### src/logic/pmsc_pkg.sv
// Constants and types of the PHY management serial controller
package pmsc_pkg;
	// ***********************************************************
	// Timing
	// ***********************************************************
	localparam int          CLK_KHZ     = 125000;
	localparam int          MDC_MAX_KHZ = 2500;
	// Half period is divider+1 cycles
	localparam logic [15:0] DIV_RESET   = 16'((CLK_KHZ + 2 * MDC_MAX_KHZ - 1)
		/ (2 * MDC_MAX_KHZ) - 1);

	// ***********************************************************
	// Register offsets (byte addresses)
	// ***********************************************************
	localparam logic [7:0] OFF_CTRL   = 8'h00;
	localparam logic [7:0] OFF_RESP   = 8'h04;
	localparam logic [7:0] OFF_CARR   = 8'h08;
	localparam logic [7:0] OFF_LRAW   = 8'h0c;
	localparam logic [7:0] OFF_LMSK   = 8'h10;
	localparam logic [7:0] OFF_DRAW   = 8'h14;
	localparam logic [7:0] OFF_DMSK   = 8'h18;
	localparam logic [7:0] OFF_MSET   = 8'h1c;
	localparam logic [7:0] OFF_MCLR   = 8'h20;
	localparam logic [7:0] OFF_REQ0   = 8'h24;
	localparam logic [7:0] OFF_REQ1   = 8'h28;
	localparam logic [7:0] OFF_SEL0   = 8'h2c;
	localparam logic [7:0] OFF_SEL1   = 8'h30;

	// ***********************************************************
	// Fields
	// ***********************************************************
	localparam int         CTRL_BUSY   = 31;
	localparam int         CTRL_EN     = 30;
	localparam int         CTRL_NOPRE  = 20;
	localparam int         SEL_EN      = 6;
	localparam logic [4:0] STATUS_REG  = 5'h01;
	localparam int         LINK_BIT    = 2;

	// ***********************************************************
	// Frame layout, bit index 0..63, preamble in 0..31
	// ***********************************************************
	localparam logic [5:0]  IDX_FRAME  = 6'h20;
	localparam logic [5:0]  IDX_TURN   = 6'h2e;
	localparam logic [5:0]  IDX_ACK    = 6'h2f;
	localparam logic [5:0]  IDX_DATA   = 6'h30;
	localparam logic [5:0]  IDX_LAST   = 6'h3f;
	localparam logic [31:0] PREAMBLE   = 32'hffffffff;
	localparam logic [1:0]  SOF        = 2'h1;
	localparam logic [1:0]  OP_RD      = 2'h2;
	localparam logic [1:0]  OP_WR      = 2'h1;
	localparam logic [1:0]  TA_WR      = 2'h2;

	typedef struct packed {
		logic        pend;
		logic        wr;
		logic        ack;
		logic [2:0]  rsv;
		logic [4:0]  regad;
		logic [4:0]  phy;
		logic [15:0] data;
	} pmsc_req_t;

	typedef struct packed {
		logic        wr;
		logic [4:0]  regad;
		logic [4:0]  phy;
		logic [15:0] data;
	} pmsc_cmd_t;
endpackage : pmsc_pkg

### src/logic/pmsc_top.sv
// PHY management serial controller with Avalon-MM register slave
//
// The Avalon-MM interface to the registers and the register offsets were chosen for this implementation.
`timescale 1ns/1ps
`default_nettype none
module pmsc_top #(
	parameter int          PHYS      = 32,
	parameter logic [15:0] DIV_RESET = pmsc_pkg::DIV_RESET
) (
	input  wire logic        clk_i,
	input  wire logic        rst_n_i,
	input  wire logic [7:0]  avs_address_i,
	input  wire logic        avs_read_i,
	input  wire logic        avs_write_i,
	input  wire logic [31:0] avs_writedata_i,
	input  wire logic [3:0]  avs_byteenable_i,
	output logic [31:0]      avs_readdata_o,
	output logic             avs_waitrequest_o,
	input  wire logic        mdio_i,
	output logic             mdio_o,
	output logic             mdio_oe_n_o,
	output logic             mdc_o,
	output logic             done_event_o,
	output logic             link_event_o
);
	typedef enum logic [1:0] {TS_IDLE = 2'b01, TS_BUSY = 2'b10} pmsc_ts_t;

	// ***********************************************************
	// State
	// ***********************************************************
	pmsc_ts_t            st;
	logic                en;
	logic                nopre;
	logic [15:0]         bus_clock_divider;
	logic [PHYS-1:0]     responder_flags;
	logic [PHYS-1:0]     carrier_flags;
	logic [1:0]          carrier_change_raw_events;
	logic [1:0]          carrier_change_masked_events;
	logic [1:0]          request_done_raw_events;
	logic [1:0]          request_done_masked_events;
	logic [1:0]          done_mask;
	pmsc_pkg::pmsc_req_t user_request_register [2];
	logic [4:0]          monitored_phy_address [2];
	logic [1:0]          carrier_change_event_enable;
	logic [4:0]          poll_addr;
	logic                src_user;
	logic                src_idx;
	logic                rr_last;
	logic                start;
	pmsc_pkg::pmsc_cmd_t cmd;

	// Engine results
	logic                fr_done;
	logic                fr_ack;
	logic [15:0]         fr_rdata;
	logic                poll_done;
	logic                user_done;
	logic                new_carrier;

	// Bus decode
	logic                wr_acc;
	logic [31:0]         next_rdata;
	logic [31:0]         wmerged;
	logic                hit_ctrl;
	logic                hit_lraw;
	logic                hit_draw;
	logic                hit_mset;
	logic                hit_mclr;
	logic [1:0]          hit_req;
	logic [1:0]          hit_sel;
	logic                pick;

	function automatic logic [31:0] pmsc_be_merge(input logic [31:0] old_v,
		input logic [31:0] new_v, input logic [3:0] be);
		logic [31:0] r;
		r = old_v;
		for (int b = 0; b < 4; b++) begin
			if (be[b]) begin
				r[8*b +: 8] = new_v[8*b +: 8];
			end
		end
		return r;
	endfunction : pmsc_be_merge

	function automatic logic [31:0] pmsc_sel_word(input logic [4:0] a, input logic e);
		logic [31:0] r;
		r = 32'h0;
		r[4:0] = a;
		r[pmsc_pkg::SEL_EN] = e;
		return r;
	endfunction : pmsc_sel_word

	assign poll_done   = fr_done && !src_user;
	assign user_done   = fr_done && src_user;
	assign new_carrier = fr_ack && fr_rdata[pmsc_pkg::LINK_BIT];
	assign wr_acc      = avs_write_i && !avs_waitrequest_o;
	assign wmerged     = pmsc_be_merge(next_rdata, avs_writedata_i, avs_byteenable_i);

	assign carrier_change_masked_events = carrier_change_raw_events
		& carrier_change_event_enable;
	assign request_done_masked_events   = request_done_raw_events & done_mask;

	// ***********************************************************
	// Address decode
	// ***********************************************************
	always_comb begin
		hit_ctrl = 1'b0;
		hit_lraw = 1'b0;
		hit_draw = 1'b0;
		hit_mset = 1'b0;
		hit_mclr = 1'b0;
		hit_req  = 2'b00;
		hit_sel  = 2'b00;
		if (avs_address_i == pmsc_pkg::OFF_CTRL) begin
			hit_ctrl = wr_acc;
		end else if (avs_address_i == pmsc_pkg::OFF_LRAW) begin
			hit_lraw = wr_acc;
		end else if (avs_address_i == pmsc_pkg::OFF_DRAW) begin
			hit_draw = wr_acc;
		end else if (avs_address_i == pmsc_pkg::OFF_MSET) begin
			hit_mset = wr_acc;
		end else if (avs_address_i == pmsc_pkg::OFF_MCLR) begin
			hit_mclr = wr_acc;
		end else if (avs_address_i == pmsc_pkg::OFF_REQ0) begin
			hit_req[0] = wr_acc;
		end else if (avs_address_i == pmsc_pkg::OFF_REQ1) begin
			hit_req[1] = wr_acc;
		end else if (avs_address_i == pmsc_pkg::OFF_SEL0) begin
			hit_sel[0] = wr_acc;
		end else if (avs_address_i == pmsc_pkg::OFF_SEL1) begin
			hit_sel[1] = wr_acc;
		end
	end

	// ***********************************************************
	// Read mux; unmapped reads return zero
	// ***********************************************************
	always_comb begin
		next_rdata = 32'h0;
		if (avs_address_i == pmsc_pkg::OFF_CTRL) begin
			next_rdata[15:0]                 = bus_clock_divider;
			next_rdata[pmsc_pkg::CTRL_NOPRE] = nopre;
			next_rdata[pmsc_pkg::CTRL_EN]    = en;
			next_rdata[pmsc_pkg::CTRL_BUSY]  = (st == TS_BUSY);
		end else if (avs_address_i == pmsc_pkg::OFF_RESP) begin
			next_rdata[PHYS-1:0] = responder_flags;
		end else if (avs_address_i == pmsc_pkg::OFF_CARR) begin
			next_rdata[PHYS-1:0] = carrier_flags;
		end else if (avs_address_i == pmsc_pkg::OFF_LRAW) begin
			next_rdata[1:0] = carrier_change_raw_events;
		end else if (avs_address_i == pmsc_pkg::OFF_LMSK) begin
			next_rdata[1:0] = carrier_change_masked_events;
		end else if (avs_address_i == pmsc_pkg::OFF_DRAW) begin
			next_rdata[1:0] = request_done_raw_events;
		end else if (avs_address_i == pmsc_pkg::OFF_DMSK) begin
			next_rdata[1:0] = request_done_masked_events;
		end else if (avs_address_i == pmsc_pkg::OFF_MSET
			|| avs_address_i == pmsc_pkg::OFF_MCLR) begin
			next_rdata[1:0] = done_mask;
		end else if (avs_address_i == pmsc_pkg::OFF_REQ0) begin
			next_rdata = user_request_register[0];
		end else if (avs_address_i == pmsc_pkg::OFF_REQ1) begin
			next_rdata = user_request_register[1];
		end else if (avs_address_i == pmsc_pkg::OFF_SEL0) begin
			next_rdata = pmsc_sel_word(monitored_phy_address[0],
				carrier_change_event_enable[0]);
		end else if (avs_address_i == pmsc_pkg::OFF_SEL1) begin
			next_rdata = pmsc_sel_word(monitored_phy_address[1],
				carrier_change_event_enable[1]);
		end
	end

	// ***********************************************************
	// Bus handshake: one wait cycle per access
	// ***********************************************************
	always_ff @(posedge clk_i or negedge rst_n_i) begin
		if (!rst_n_i) begin
			avs_waitrequest_o <= 1'b1;
			avs_readdata_o    <= 32'h0;
		end else begin
			avs_waitrequest_o <= !((avs_read_i || avs_write_i) && avs_waitrequest_o);
			avs_readdata_o    <= next_rdata;
		end
	end

	// ***********************************************************
	// Control register
	// ***********************************************************
	always_ff @(posedge clk_i or negedge rst_n_i) begin
		if (!rst_n_i) begin
			en                <= 1'b0;
			nopre             <= 1'b0;
			bus_clock_divider <= DIV_RESET;
		end else if (hit_ctrl) begin
			en                <= wmerged[pmsc_pkg::CTRL_EN];
			nopre             <= wmerged[pmsc_pkg::CTRL_NOPRE];
			bus_clock_divider <= wmerged[15:0];
		end
	end

	// ***********************************************************
	// Frame scheduling
	// ***********************************************************
	// Alternate when both requests wait
	assign pick = (user_request_register[0].pend && user_request_register[1].pend)
		? !rr_last : user_request_register[1].pend;

	always_ff @(posedge clk_i or negedge rst_n_i) begin
		if (!rst_n_i) begin
			st       <= TS_IDLE;
			start    <= 1'b0;
			src_user <= 1'b0;
			src_idx  <= 1'b0;
			rr_last  <= 1'b1;
			cmd      <= '0;
		end else begin
			start <= 1'b0;
			case (st)
				TS_IDLE: begin
					// Disabled: frame in flight finishes, no new one starts
					if (en) begin
						st    <= TS_BUSY;
						start <= 1'b1;
						if (user_request_register[0].pend
							|| user_request_register[1].pend) begin
							src_user  <= 1'b1;
							src_idx   <= pick;
							rr_last   <= pick;
							cmd.wr    <= user_request_register[pick].wr;
							cmd.regad <= user_request_register[pick].regad;
							cmd.phy   <= user_request_register[pick].phy;
							cmd.data  <= user_request_register[pick].data;
						end else begin
							src_user  <= 1'b0;
							cmd.wr    <= 1'b0;
							cmd.regad <= pmsc_pkg::STATUS_REG;
							cmd.phy   <= poll_addr;
							cmd.data  <= 16'h0000;
						end
					end
				end
				TS_BUSY: begin
					if (fr_done) begin
						st <= TS_IDLE;
					end
				end
				default: st <= TS_IDLE;
			endcase
		end
	end

	// ***********************************************************
	// Poll address walks 0..31 and wraps
	// ***********************************************************
	always_ff @(posedge clk_i or negedge rst_n_i) begin
		if (!rst_n_i) begin
			poll_addr <= 5'h00;
		end else if (poll_done) begin
			poll_addr <= poll_addr + 5'h01;
		end
	end

	// ***********************************************************
	// Responder and carrier flags
	// ***********************************************************
	always_ff @(posedge clk_i or negedge rst_n_i) begin
		if (!rst_n_i) begin
			responder_flags <= '0;
			carrier_flags   <= '0;
		end else if (poll_done) begin
			responder_flags[poll_addr] <= fr_ack;
			carrier_flags[poll_addr]   <= new_carrier;
		end else if (user_done && !cmd.wr) begin
			responder_flags[cmd.phy] <= fr_ack;
		end
	end

	// ***********************************************************
	// Per-slot logic: requests, monitors, events
	// ***********************************************************
	for (genvar i = 0; i < 2; i++) begin : g_slot
		logic fin;
		logic chg;
		assign fin = user_done && (src_idx == 1'(i));
		assign chg = poll_done && carrier_change_event_enable[i]
			&& monitored_phy_address[i] == poll_addr
			&& carrier_flags[poll_addr] != new_carrier;

		always_ff @(posedge clk_i or negedge rst_n_i) begin
			if (!rst_n_i) begin
				user_request_register[i] <= '0;
			end else if (hit_req[i]) begin
				// A new request outranks a finishing one
				user_request_register[i]     <= wmerged;
				user_request_register[i].ack <= 1'b0;
				user_request_register[i].rsv <= 3'h0;
			end else if (fin) begin
				user_request_register[i].pend <= 1'b0;
				if (!cmd.wr) begin
					user_request_register[i].data <= fr_rdata;
					user_request_register[i].ack  <= fr_ack;
				end
			end
		end

		always_ff @(posedge clk_i or negedge rst_n_i) begin
			if (!rst_n_i) begin
				monitored_phy_address[i]       <= 5'h00;
				carrier_change_event_enable[i] <= 1'b0;
			end else if (hit_sel[i]) begin
				monitored_phy_address[i]       <= wmerged[4:0];
				carrier_change_event_enable[i] <= wmerged[pmsc_pkg::SEL_EN];
			end
		end

		// Set wins over a write-one-to-clear in the same cycle
		always_ff @(posedge clk_i or negedge rst_n_i) begin
			if (!rst_n_i) begin
				carrier_change_raw_events[i] <= 1'b0;
				request_done_raw_events[i]   <= 1'b0;
				done_mask[i]                 <= 1'b0;
			end else begin
				carrier_change_raw_events[i] <= chg
					|| (carrier_change_raw_events[i] && !(hit_lraw && avs_writedata_i[i]));
				request_done_raw_events[i] <= fin
					|| (request_done_raw_events[i] && !(hit_draw && avs_writedata_i[i]));
				if (hit_mset && avs_writedata_i[i]) begin
					done_mask[i] <= 1'b1;
				end else if (hit_mclr && avs_writedata_i[i]) begin
					done_mask[i] <= 1'b0;
				end
			end
		end
	end

	// ***********************************************************
	// Event outputs
	// ***********************************************************
	always_ff @(posedge clk_i or negedge rst_n_i) begin
		if (!rst_n_i) begin
			done_event_o <= 1'b0;
			link_event_o <= 1'b0;
		end else begin
			done_event_o <= |request_done_masked_events;
			link_event_o <= |carrier_change_masked_events;
		end
	end

	// ***********************************************************
	// Frame engine
	// ***********************************************************
	pmsc_frame u_frame (
		.clk_i       (clk_i),
		.rst_n_i     (rst_n_i),
		.start_i     (start),
		.preamble_i  (!nopre),
		.div_i       (bus_clock_divider),
		.cmd_i       (cmd),
		.mdio_i      (mdio_i),
		.done_o      (fr_done),
		.ack_o       (fr_ack),
		.rdata_o     (fr_rdata),
		.mdc_o       (mdc_o),
		.mdio_o      (mdio_o),
		.mdio_oe_n_o (mdio_oe_n_o)
	);
endmodule : pmsc_top
`default_nettype wire

### src/logic/pmsc_frame.sv
// Serial frame engine: clock divider, shifter, sampler
`timescale 1ns/1ps
`default_nettype none
module pmsc_frame (
	input  wire logic                clk_i,
	input  wire logic                rst_n_i,
	input  wire logic                start_i,
	input  wire logic                preamble_i,
	input  wire logic [15:0]         div_i,
	input  var  pmsc_pkg::pmsc_cmd_t cmd_i,
	input  wire logic                mdio_i,
	output logic                     done_o,
	output logic                     ack_o,
	output logic [15:0]              rdata_o,
	output logic                     mdc_o,
	output logic                     mdio_o,
	output logic                     mdio_oe_n_o
);
	typedef enum logic [1:0] {FR_IDLE = 2'b01, FR_RUN = 2'b10} pmsc_fr_t;

	pmsc_fr_t    st;
	logic [15:0] cnt;
	logic [15:0] div;
	logic [5:0]  idx;
	logic [63:0] sh;
	logic        wr;
	logic        half;
	logic        fall;
	logic        rise;

	assign half   = (cnt >= div);
	assign fall   = (st == FR_RUN) && half && mdc_o;
	assign rise   = (st == FR_RUN) && half && !mdc_o;
	assign mdio_o = sh[63];

	// ***********************************************************
	// Sequencing and bus clock
	// ***********************************************************
	always_ff @(posedge clk_i or negedge rst_n_i) begin
		if (!rst_n_i) begin
			st     <= FR_IDLE;
			cnt    <= 16'h0000;
			div    <= 16'h0000;
			idx    <= 6'h00;
			mdc_o  <= 1'b0;
			wr     <= 1'b0;
			done_o <= 1'b0;
		end else begin
			done_o <= 1'b0;
			case (st)
				FR_IDLE: begin
					if (start_i) begin
						st    <= FR_RUN;
						cnt   <= 16'h0000;
						div   <= div_i;
						wr    <= cmd_i.wr;
						idx   <= preamble_i ? 6'h00 : pmsc_pkg::IDX_FRAME;
						mdc_o <= 1'b0;
					end
				end
				FR_RUN: begin
					if (half) begin
						cnt   <= 16'h0000;
						mdc_o <= !mdc_o;
						if (mdc_o && idx == pmsc_pkg::IDX_LAST) begin
							st     <= FR_IDLE;
							done_o <= 1'b1;
						end else if (mdc_o) begin
							idx <= idx + 6'h01;
						end
					end else begin
						cnt <= cnt + 16'h0001;
					end
				end
				default: st <= FR_IDLE;
			endcase
		end
	end

	// ***********************************************************
	// Outgoing bits change while the bus clock is low
	// ***********************************************************
	always_ff @(posedge clk_i or negedge rst_n_i) begin
		if (!rst_n_i) begin
			sh          <= 64'h0;
			mdio_oe_n_o <= 1'b1;
		end else if (st == FR_IDLE && start_i) begin
			sh <= {pmsc_pkg::PREAMBLE, pmsc_pkg::SOF,
				cmd_i.wr ? pmsc_pkg::OP_WR : pmsc_pkg::OP_RD,
				cmd_i.phy, cmd_i.regad, pmsc_pkg::TA_WR, cmd_i.data}
				<< (preamble_i ? 6'h00 : pmsc_pkg::IDX_FRAME);
			mdio_oe_n_o <= 1'b0;
		end else if (fall) begin
			sh <= {sh[62:0], 1'b1};
			// Reads release the line from the turnaround on
			if (idx == pmsc_pkg::IDX_LAST || (!wr && idx + 6'h01 >= pmsc_pkg::IDX_TURN)) begin
				mdio_oe_n_o <= 1'b1;
			end
		end
	end

	// ***********************************************************
	// Read sampling on rising bus clock
	// ***********************************************************
	always_ff @(posedge clk_i or negedge rst_n_i) begin
		if (!rst_n_i) begin
			ack_o   <= 1'b0;
			rdata_o <= 16'h0000;
		end else if (rise && !wr) begin
			if (idx == pmsc_pkg::IDX_ACK) begin
				ack_o <= !mdio_i;
			end
			if (idx >= pmsc_pkg::IDX_DATA) begin
				rdata_o <= {rdata_o[14:0], mdio_i};
			end
		end
	end
endmodule : pmsc_frame
`default_nettype wire

### config.mk
export PLATFORM = sky130hd
export DESIGN_NAME = pmsc_top
export DESIGN_NICKNAME = d
export VERILOG_FILES = /design/src/logic/pmsc_pkg.sv /design/src/logic/pmsc_top.sv /design/src/logic/pmsc_frame.sv
export SDC_FILE = /design/constraint.sdc
export NUM_CORES = 1
export LEC_CHECK = 0
export BUFFER_PORTS_ARGS = -buffer_cell sky130_fd_sc_hd__buf_2
export CORE_MARGIN = 1
export CORE_UTILIZATION = 30
export DETAILED_ROUTE_END_ITERATION = 16
export PLACE_DENSITY_LB_ADDON = 0.1
export SLEW_MARGIN = 20
export SYNTH_ARGS = -nofsm -noshare
export SYNTH_HDL_FRONTEND = slang
export SYNTH_HIERARCHICAL = 1
export SYNTH_SLANG_ARGS = --single-unit
### constraint.sdc
create_clock -name clk_i -period 3.9 [get_ports clk_i]
set_clock_uncertainty 0.15 [all_clocks]
set_input_delay 0.585 -clock clk_i [delete_from_list [all_inputs] [get_ports clk_i]]
set_output_delay 0.585 -clock clk_i [all_outputs]
set_load 0.02 [all_outputs]
# ---- Word-level counts from Yosys, hierarchy flattened
# Index checks and enable logic that the tools add are counted.
dict set report totals {
  output_inout_bits 38
  ff_bits 356
  in_bits 49
  wordCells 301
}
dict set report op_classes {
  n_lt_le_gt_ge 8
  muxes 123
  addsub 3
  bitwise_logic 4
  n_reduce_logical 80
  shifts 1
  n_eq_ne 30
}
# operator n
set ops {}
lappend ops {{2-to-1 mux 32 bit} 7}
lappend ops {{2-to-1 mux 30 bit} 5}
lappend ops {{2-to-1 mux 16 bit} 8}
lappend ops {{2-to-1 mux 64 bit} 2}
lappend ops {{bitwise mux 32 bit} 3}
lappend ops {{2-to-1 mux 31 bit} 3}
lappend ops {{left shift 64 x 6 -> 64 bit} 1}
lappend ops {{2-to-1 mux 1 bit} 50}
lappend ops {{2-to-1 mux 2 bit} 24}
lappend ops {{== test 8 x 6 -> 1 bit (second input constant)} 5}
lappend ops {{logical AND 1 bit} 36}
lappend ops {{== test 8 x 5 -> 1 bit (second input constant)} 4}
lappend ops {{2-to-1 mux 8 bit} 4}
lappend ops {{case mux 16 bit (2 select lines)} 1}
lappend ops {{2-to-1 mux 6 bit} 5}
lappend ops {{2-to-1 mux 27 bit} 1}
lappend ops {{AND reduction 2 bit} 9}
lappend ops {{adder 16 x 1 -> 16 bit (second input constant)} 1}
lappend ops {{== test 8 x 4 -> 1 bit (second input constant)} 2}
lappend ops {{greater-or-equal comparator 16 bit} 1}
lappend ops {{nonzero test 2 bit} 8}
lappend ops {{== test 6 bit (second input constant)} 2}
lappend ops {{greater-or-equal comparator 6 bit (second input constant)} 2}
lappend ops {{logical NOT 1 bit} 12}
lappend ops {{28 further kinds} 53}

# ---- Logic depth before layout (Yosys ltp)
dict set report depth {
  word_depth 15
  ltp_mapped 11
  mapped_depth_nobuf 8
}

# ---- Hierarchy
# The synthesis kept the hierarchy.
# mod instances cells_per_inst area_each_um2 seq_area_each_um2
set by_module_without_submodules {}
lappend by_module_without_submodules {pmsc_top 1 1235 12426.9 5786.8}
lappend by_module_without_submodules {pmsc_frame 1 660 6069.6 3130.5}

# ---- Worst setup path before layout
# OpenSTA, ideal clock, no wires.
dict set report synth_timing {
  path_type {register -> register}
  startpoint {reg u_frame.cnt[13]}
  endpoint {reg u_frame.rdata_o[10]}
  synth_period_minus_slack_ns 2.829
  path_slack_ns 1.071
  required_time_ns 3.625
  setup_ns 0.125
  stages_incl_launch_ff 10
  n_path_buf 2
  arrival_time_ns 2.555
  cell_sequence {dfrtp_1 ha_1 a21o_1 a21o_1 a2111o_1 or3_1 buf_2 nand4_4 buf_6 mux2_2}
}
dict set report synth_via {
  elab_chain_cells 5
}
# element line
set synth_rtl {}
lappend synth_rtl {{start: declaration} pmsc_frame.sv:22} ;# logic [15:0] cnt;
lappend synth_rtl {{start signal: assignment} pmsc_frame.sv:72} ;# cnt <= cnt + 16'h0001;
lappend synth_rtl {{greater-or-equal comparator 16 bit} pmsc_frame.sv:31} ;# assign half = (cnt >= div);
lappend synth_rtl {{logical AND 1 bit (2 in series)} pmsc_frame.sv:33} ;# assign rise = (st == FR_RUN) && half && !mdc_o;
lappend synth_rtl {{logical AND 1 bit} pmsc_frame.sv:109} ;# end else if (rise && !wr) begin
lappend synth_rtl {{AND reduction 2 bit (no line)} -}
lappend synth_rtl {{end signal: assignment} pmsc_frame.sv:114} ;# rdata_o <= {rdata_o[14:0], mdio_i};
lappend synth_rtl {{end: declaration} pmsc_frame.sv:14} ;# output logic [15:0] rdata_o,
# Every way passes these cells.
# A chain may end at the register's enable or synchronous reset.

# ---- Worst setup path in the final report
dict set report layout_timing {
  startpoint {reg u_frame.cnt[0]}
  endpoint {reg u_frame.rdata_o[5]}
}
# Same word-level chain as after synthesis.

==> metrics <==
outcome=finished, final reports clean; Leakage=around 9.6 nW; Clock transition at path regs=around 60 ps; post-cts sizing count=0; final worst-path cycle share=83.6%; Netlist cell types=around 80; Pre-antenna DRT Iters=5; Critical Path, Cell by Cell=inv_1 -> ha_1 -> nand2b_1 -> a2111oi_0 -> nor4b_2 -> or3_1 -> nand4_4 -> mux2_2; worst skew pair latency=about 580 ps; Starting Density=30.5%; average cell area after synthesis=between 9 and 10 µm²; final setup fails=0; Slowest cell on crit path=a2111oi_0; most common library cell in the layout ignoring fill and taps=dfrtp_1; syn_nets=roughly 2000; final WL=between 60 and 70 mm; Req. time, crit path=around 4200 ps; Max Fclk=0.307 GHz; Synth warnings=6; layout net count=~2000; Post-synth EDFFs=0; HPWL Detailed=approximately 43 mm; Slew Limit Fails=0; vias per std cell=roughly 5.4; port bufs=82; H-tree depth reported by CTS=2; I/O pin count=87; RSZ-0062 raised after global routing=false; max incr delay on CP=roughly 650 ps; cts bufs inserted=between 40 and 50; Setup CP Type=flip-flop to flip-flop; Post-DRT Antenna Nets=0; FP Rows=90; Ant. Diodes=0; Sink Count=between 300 and 400; Max transition margin=41.0%; worst-margin pin slew=around 880 ps; GRT met2 Usage=approximately 32%; first-pass GRT wire length=a little under 100 mm; synthesized area=between 0.015 and 0.02 mm²; Synth Register Bits=356; maximum vdd ir drop=about 270 µV; vias in the first global route=~15000; fin util=about a third; GR peak layer=met2; GRT Total Usage=about a fifth; CTS tree=built; global route overflow=0; CP arrival=~3600 ps; initial DRC count=around 1100; GRT met1 Usage=roughly 28%; most frequent cells in the layout=dfrtp_1, nand2_1, nand3_1, nor2_1, o21ai_0; Gate Count Post-Synth=~1900; pwr dens=around 420 mW/mm²; Die W=about 250 µm; M3 GR Usage=around 3.1%; Seq/Total Area, Yosys=roughly 48%; Post-synth top flop=dfrtp_1; Vias=around 15000; final worst path period need=roughly 3300 ps; initial antenna violation count=2; die height=about 250 µm; area grow syn2layout=15.2%; Crit. End Element=flip-flop; Die Area=roughly 0.063 mm²; critical path peak fanout=16; Max-Cap Viols=0; CTS root buf=clkbuf_16; hold crit path type=input pin to flip-flop; layout cells sized above 1=18.5%; CP Launch Type=flip-flop; GP Congestion=between 0.8 and 0.9; number of remaining DRC errors=0; Hold Vio Cnt, Final=0; wire length per cell=22.7 µm; largest net degree at the start of global routing=between 80 and 90; setup_tns=0 ps; clk buf depth=3; core area=0.0606 mm²; ys async rst share=100%
## final cells by class
class | count | area [µm²]
fill | 6194 | 39300
clock buffer | 64 | 1320
sequential | 356 | 8920
tap | 782 | 978
inverter | 48 | 180
timing repair buffer | 129 | 866
clock inverter | 18 | 204
multi-input combinational | 1355 | 8850
## synthesized netlist by cell type, drive strengths merged (3+ instances only)
cell type / n / share of area, %
dfrtp: 349 / 47
nand2: 213 / 4.3
nand3: 125 / 3.4
nor2: 125 / 2.6
o21ai: 125 / 3.4
mux2: 118 / 7.2
nor3: 104 / 2.9
clkbuf: 90 / 1.8
a21oi: 88 / 2.4
mux2i: 83 / 4.5
inv: 48 / 0.97
buf: 46 / 1.4
ha: 23 / 1.6
a22oi: 22 / 0.89
and3: 20 / 0.68
nand2b: 20 / 0.68
nor2b: 19 / 0.64
a211oi: 16 / 0.65
a31oi: 16 / 0.54
nand4: 15 / 0.59
a22o: 14 / 0.66
o22ai: 13 / 0.44
o31ai: 13 / 0.53
a2bb2oi: 11 / 0.52
nor4: 11 / 0.64
o22a: 11 / 0.52
nand3b: 10 / 0.41
nor3b: 10 / 0.41
o31a: 10 / 0.47
a2111oi: 9 / 0.43
xnor2: 9 / 0.43
and2: 8 / 0.27
o211ai: 8 / 0.32
o221ai: 8 / 0.57
or3: 8 / 0.30
dfstp: 7 / 0.99
a21boi: 6 / 0.24
a21o: 6 / 0.24
mux4: 5 / 0.61
nor4b: 5 / 0.37
or2: 5 / 0.17
xor2: 5 / 0.24
o2111ai: 4 / 0.19
or4b: 4 / 0.24
or3b: 3 / 0.14
## routing by layer
layer  up-vias  part of all wire (%)
met2       374                    47
met5         -                     0
met4         0                   2.4
met3        78                   4.2
met1      7480                    47
li1       6907                     -
## stage by stage
stage                     hold WS [ps]  area, µm²  std cells  power (W)  setup slack, ps
after floorplan                    139      18500       1895    0.00449             1070
after global placement             324      19800       2668    0.00479              668
after detailed placement           328      19800       2668    0.00480              606
after CTS                         91.8      21300       2752    0.00918              594
after global routing               103      21300       2752    0.00941              398
final                              109      21300       2752    0.00903              640
## path summary, 6_finish.rpt
path                                start                  to  slack, ps  cells past startpoint
setup / recovery           u_frame/cnt[0]  u_frame/rdata_o[5]        640                      8
hold / removal                     mdio_i       u_frame/ack_o        110                      2
min in group asynchronous         rst_n_i      u_frame/cnt[5]        450                      2
setup reg to reg           u_frame/cnt[0]  u_frame/rdata_o[5]        640                      8
hold reg to reg            u_frame/sh[27]      u_frame/sh[28]        340                      2
max in group asynchronous         rst_n_i   avs_waitrequest_o       2130                      3
## state kept, by name, summed over array words and instances (netlist names), 5 cells and up
register,count
carrier_flags,32
monitored_phy_address,10
responder_flags,32
u_frame/sh,64
poll_addr,5
avs_readdata_o,32
u_frame/rdata_o,16
u_frame/cnt,16
u_frame/div,16
bus_clock_divider,16
cmd,27
user_request_register,58
u_frame/idx,6
## cell families (layout without fill, tap and decap cells)
kind of cell	Yosys count	in the layout	synth area share, %
and+or+nand+nor	711	711	19.1
AOI/OAI and AO/OA	400	400	14.0
DFF	356	356	48.2
muxes	206	206	12.3
buffers and inverters	184	259	4.18
adders and majority gates	24	24	1.61
xor gates and xnor gates	14	14	0.663
## report_power, final
part	internal, W	leakage, nW	switching [W]
registers	0.00391	4.79	0.000167
clock network	0.00261	0.759	0.00168
logic	0.000246	4.05	0.000409
## critical path: cells and delay by family (launching register included)
family | cells | cell delay, ps
and+or+nand+nor | 4 | 1230
muxes | 1 | 370
DFF | 1 | 370
AOI/OAI and AO/OA | 1 | 650
buffers and inverters | 1 | 80
adders and majority gates | 1 | 280
## what timing repair did
action | CTS | global route
setup buffers | 0 | 0
hold buffers | 2 | 0
hold endpoints to repair | 78 | 0
(Power assumes the default switching activity.)
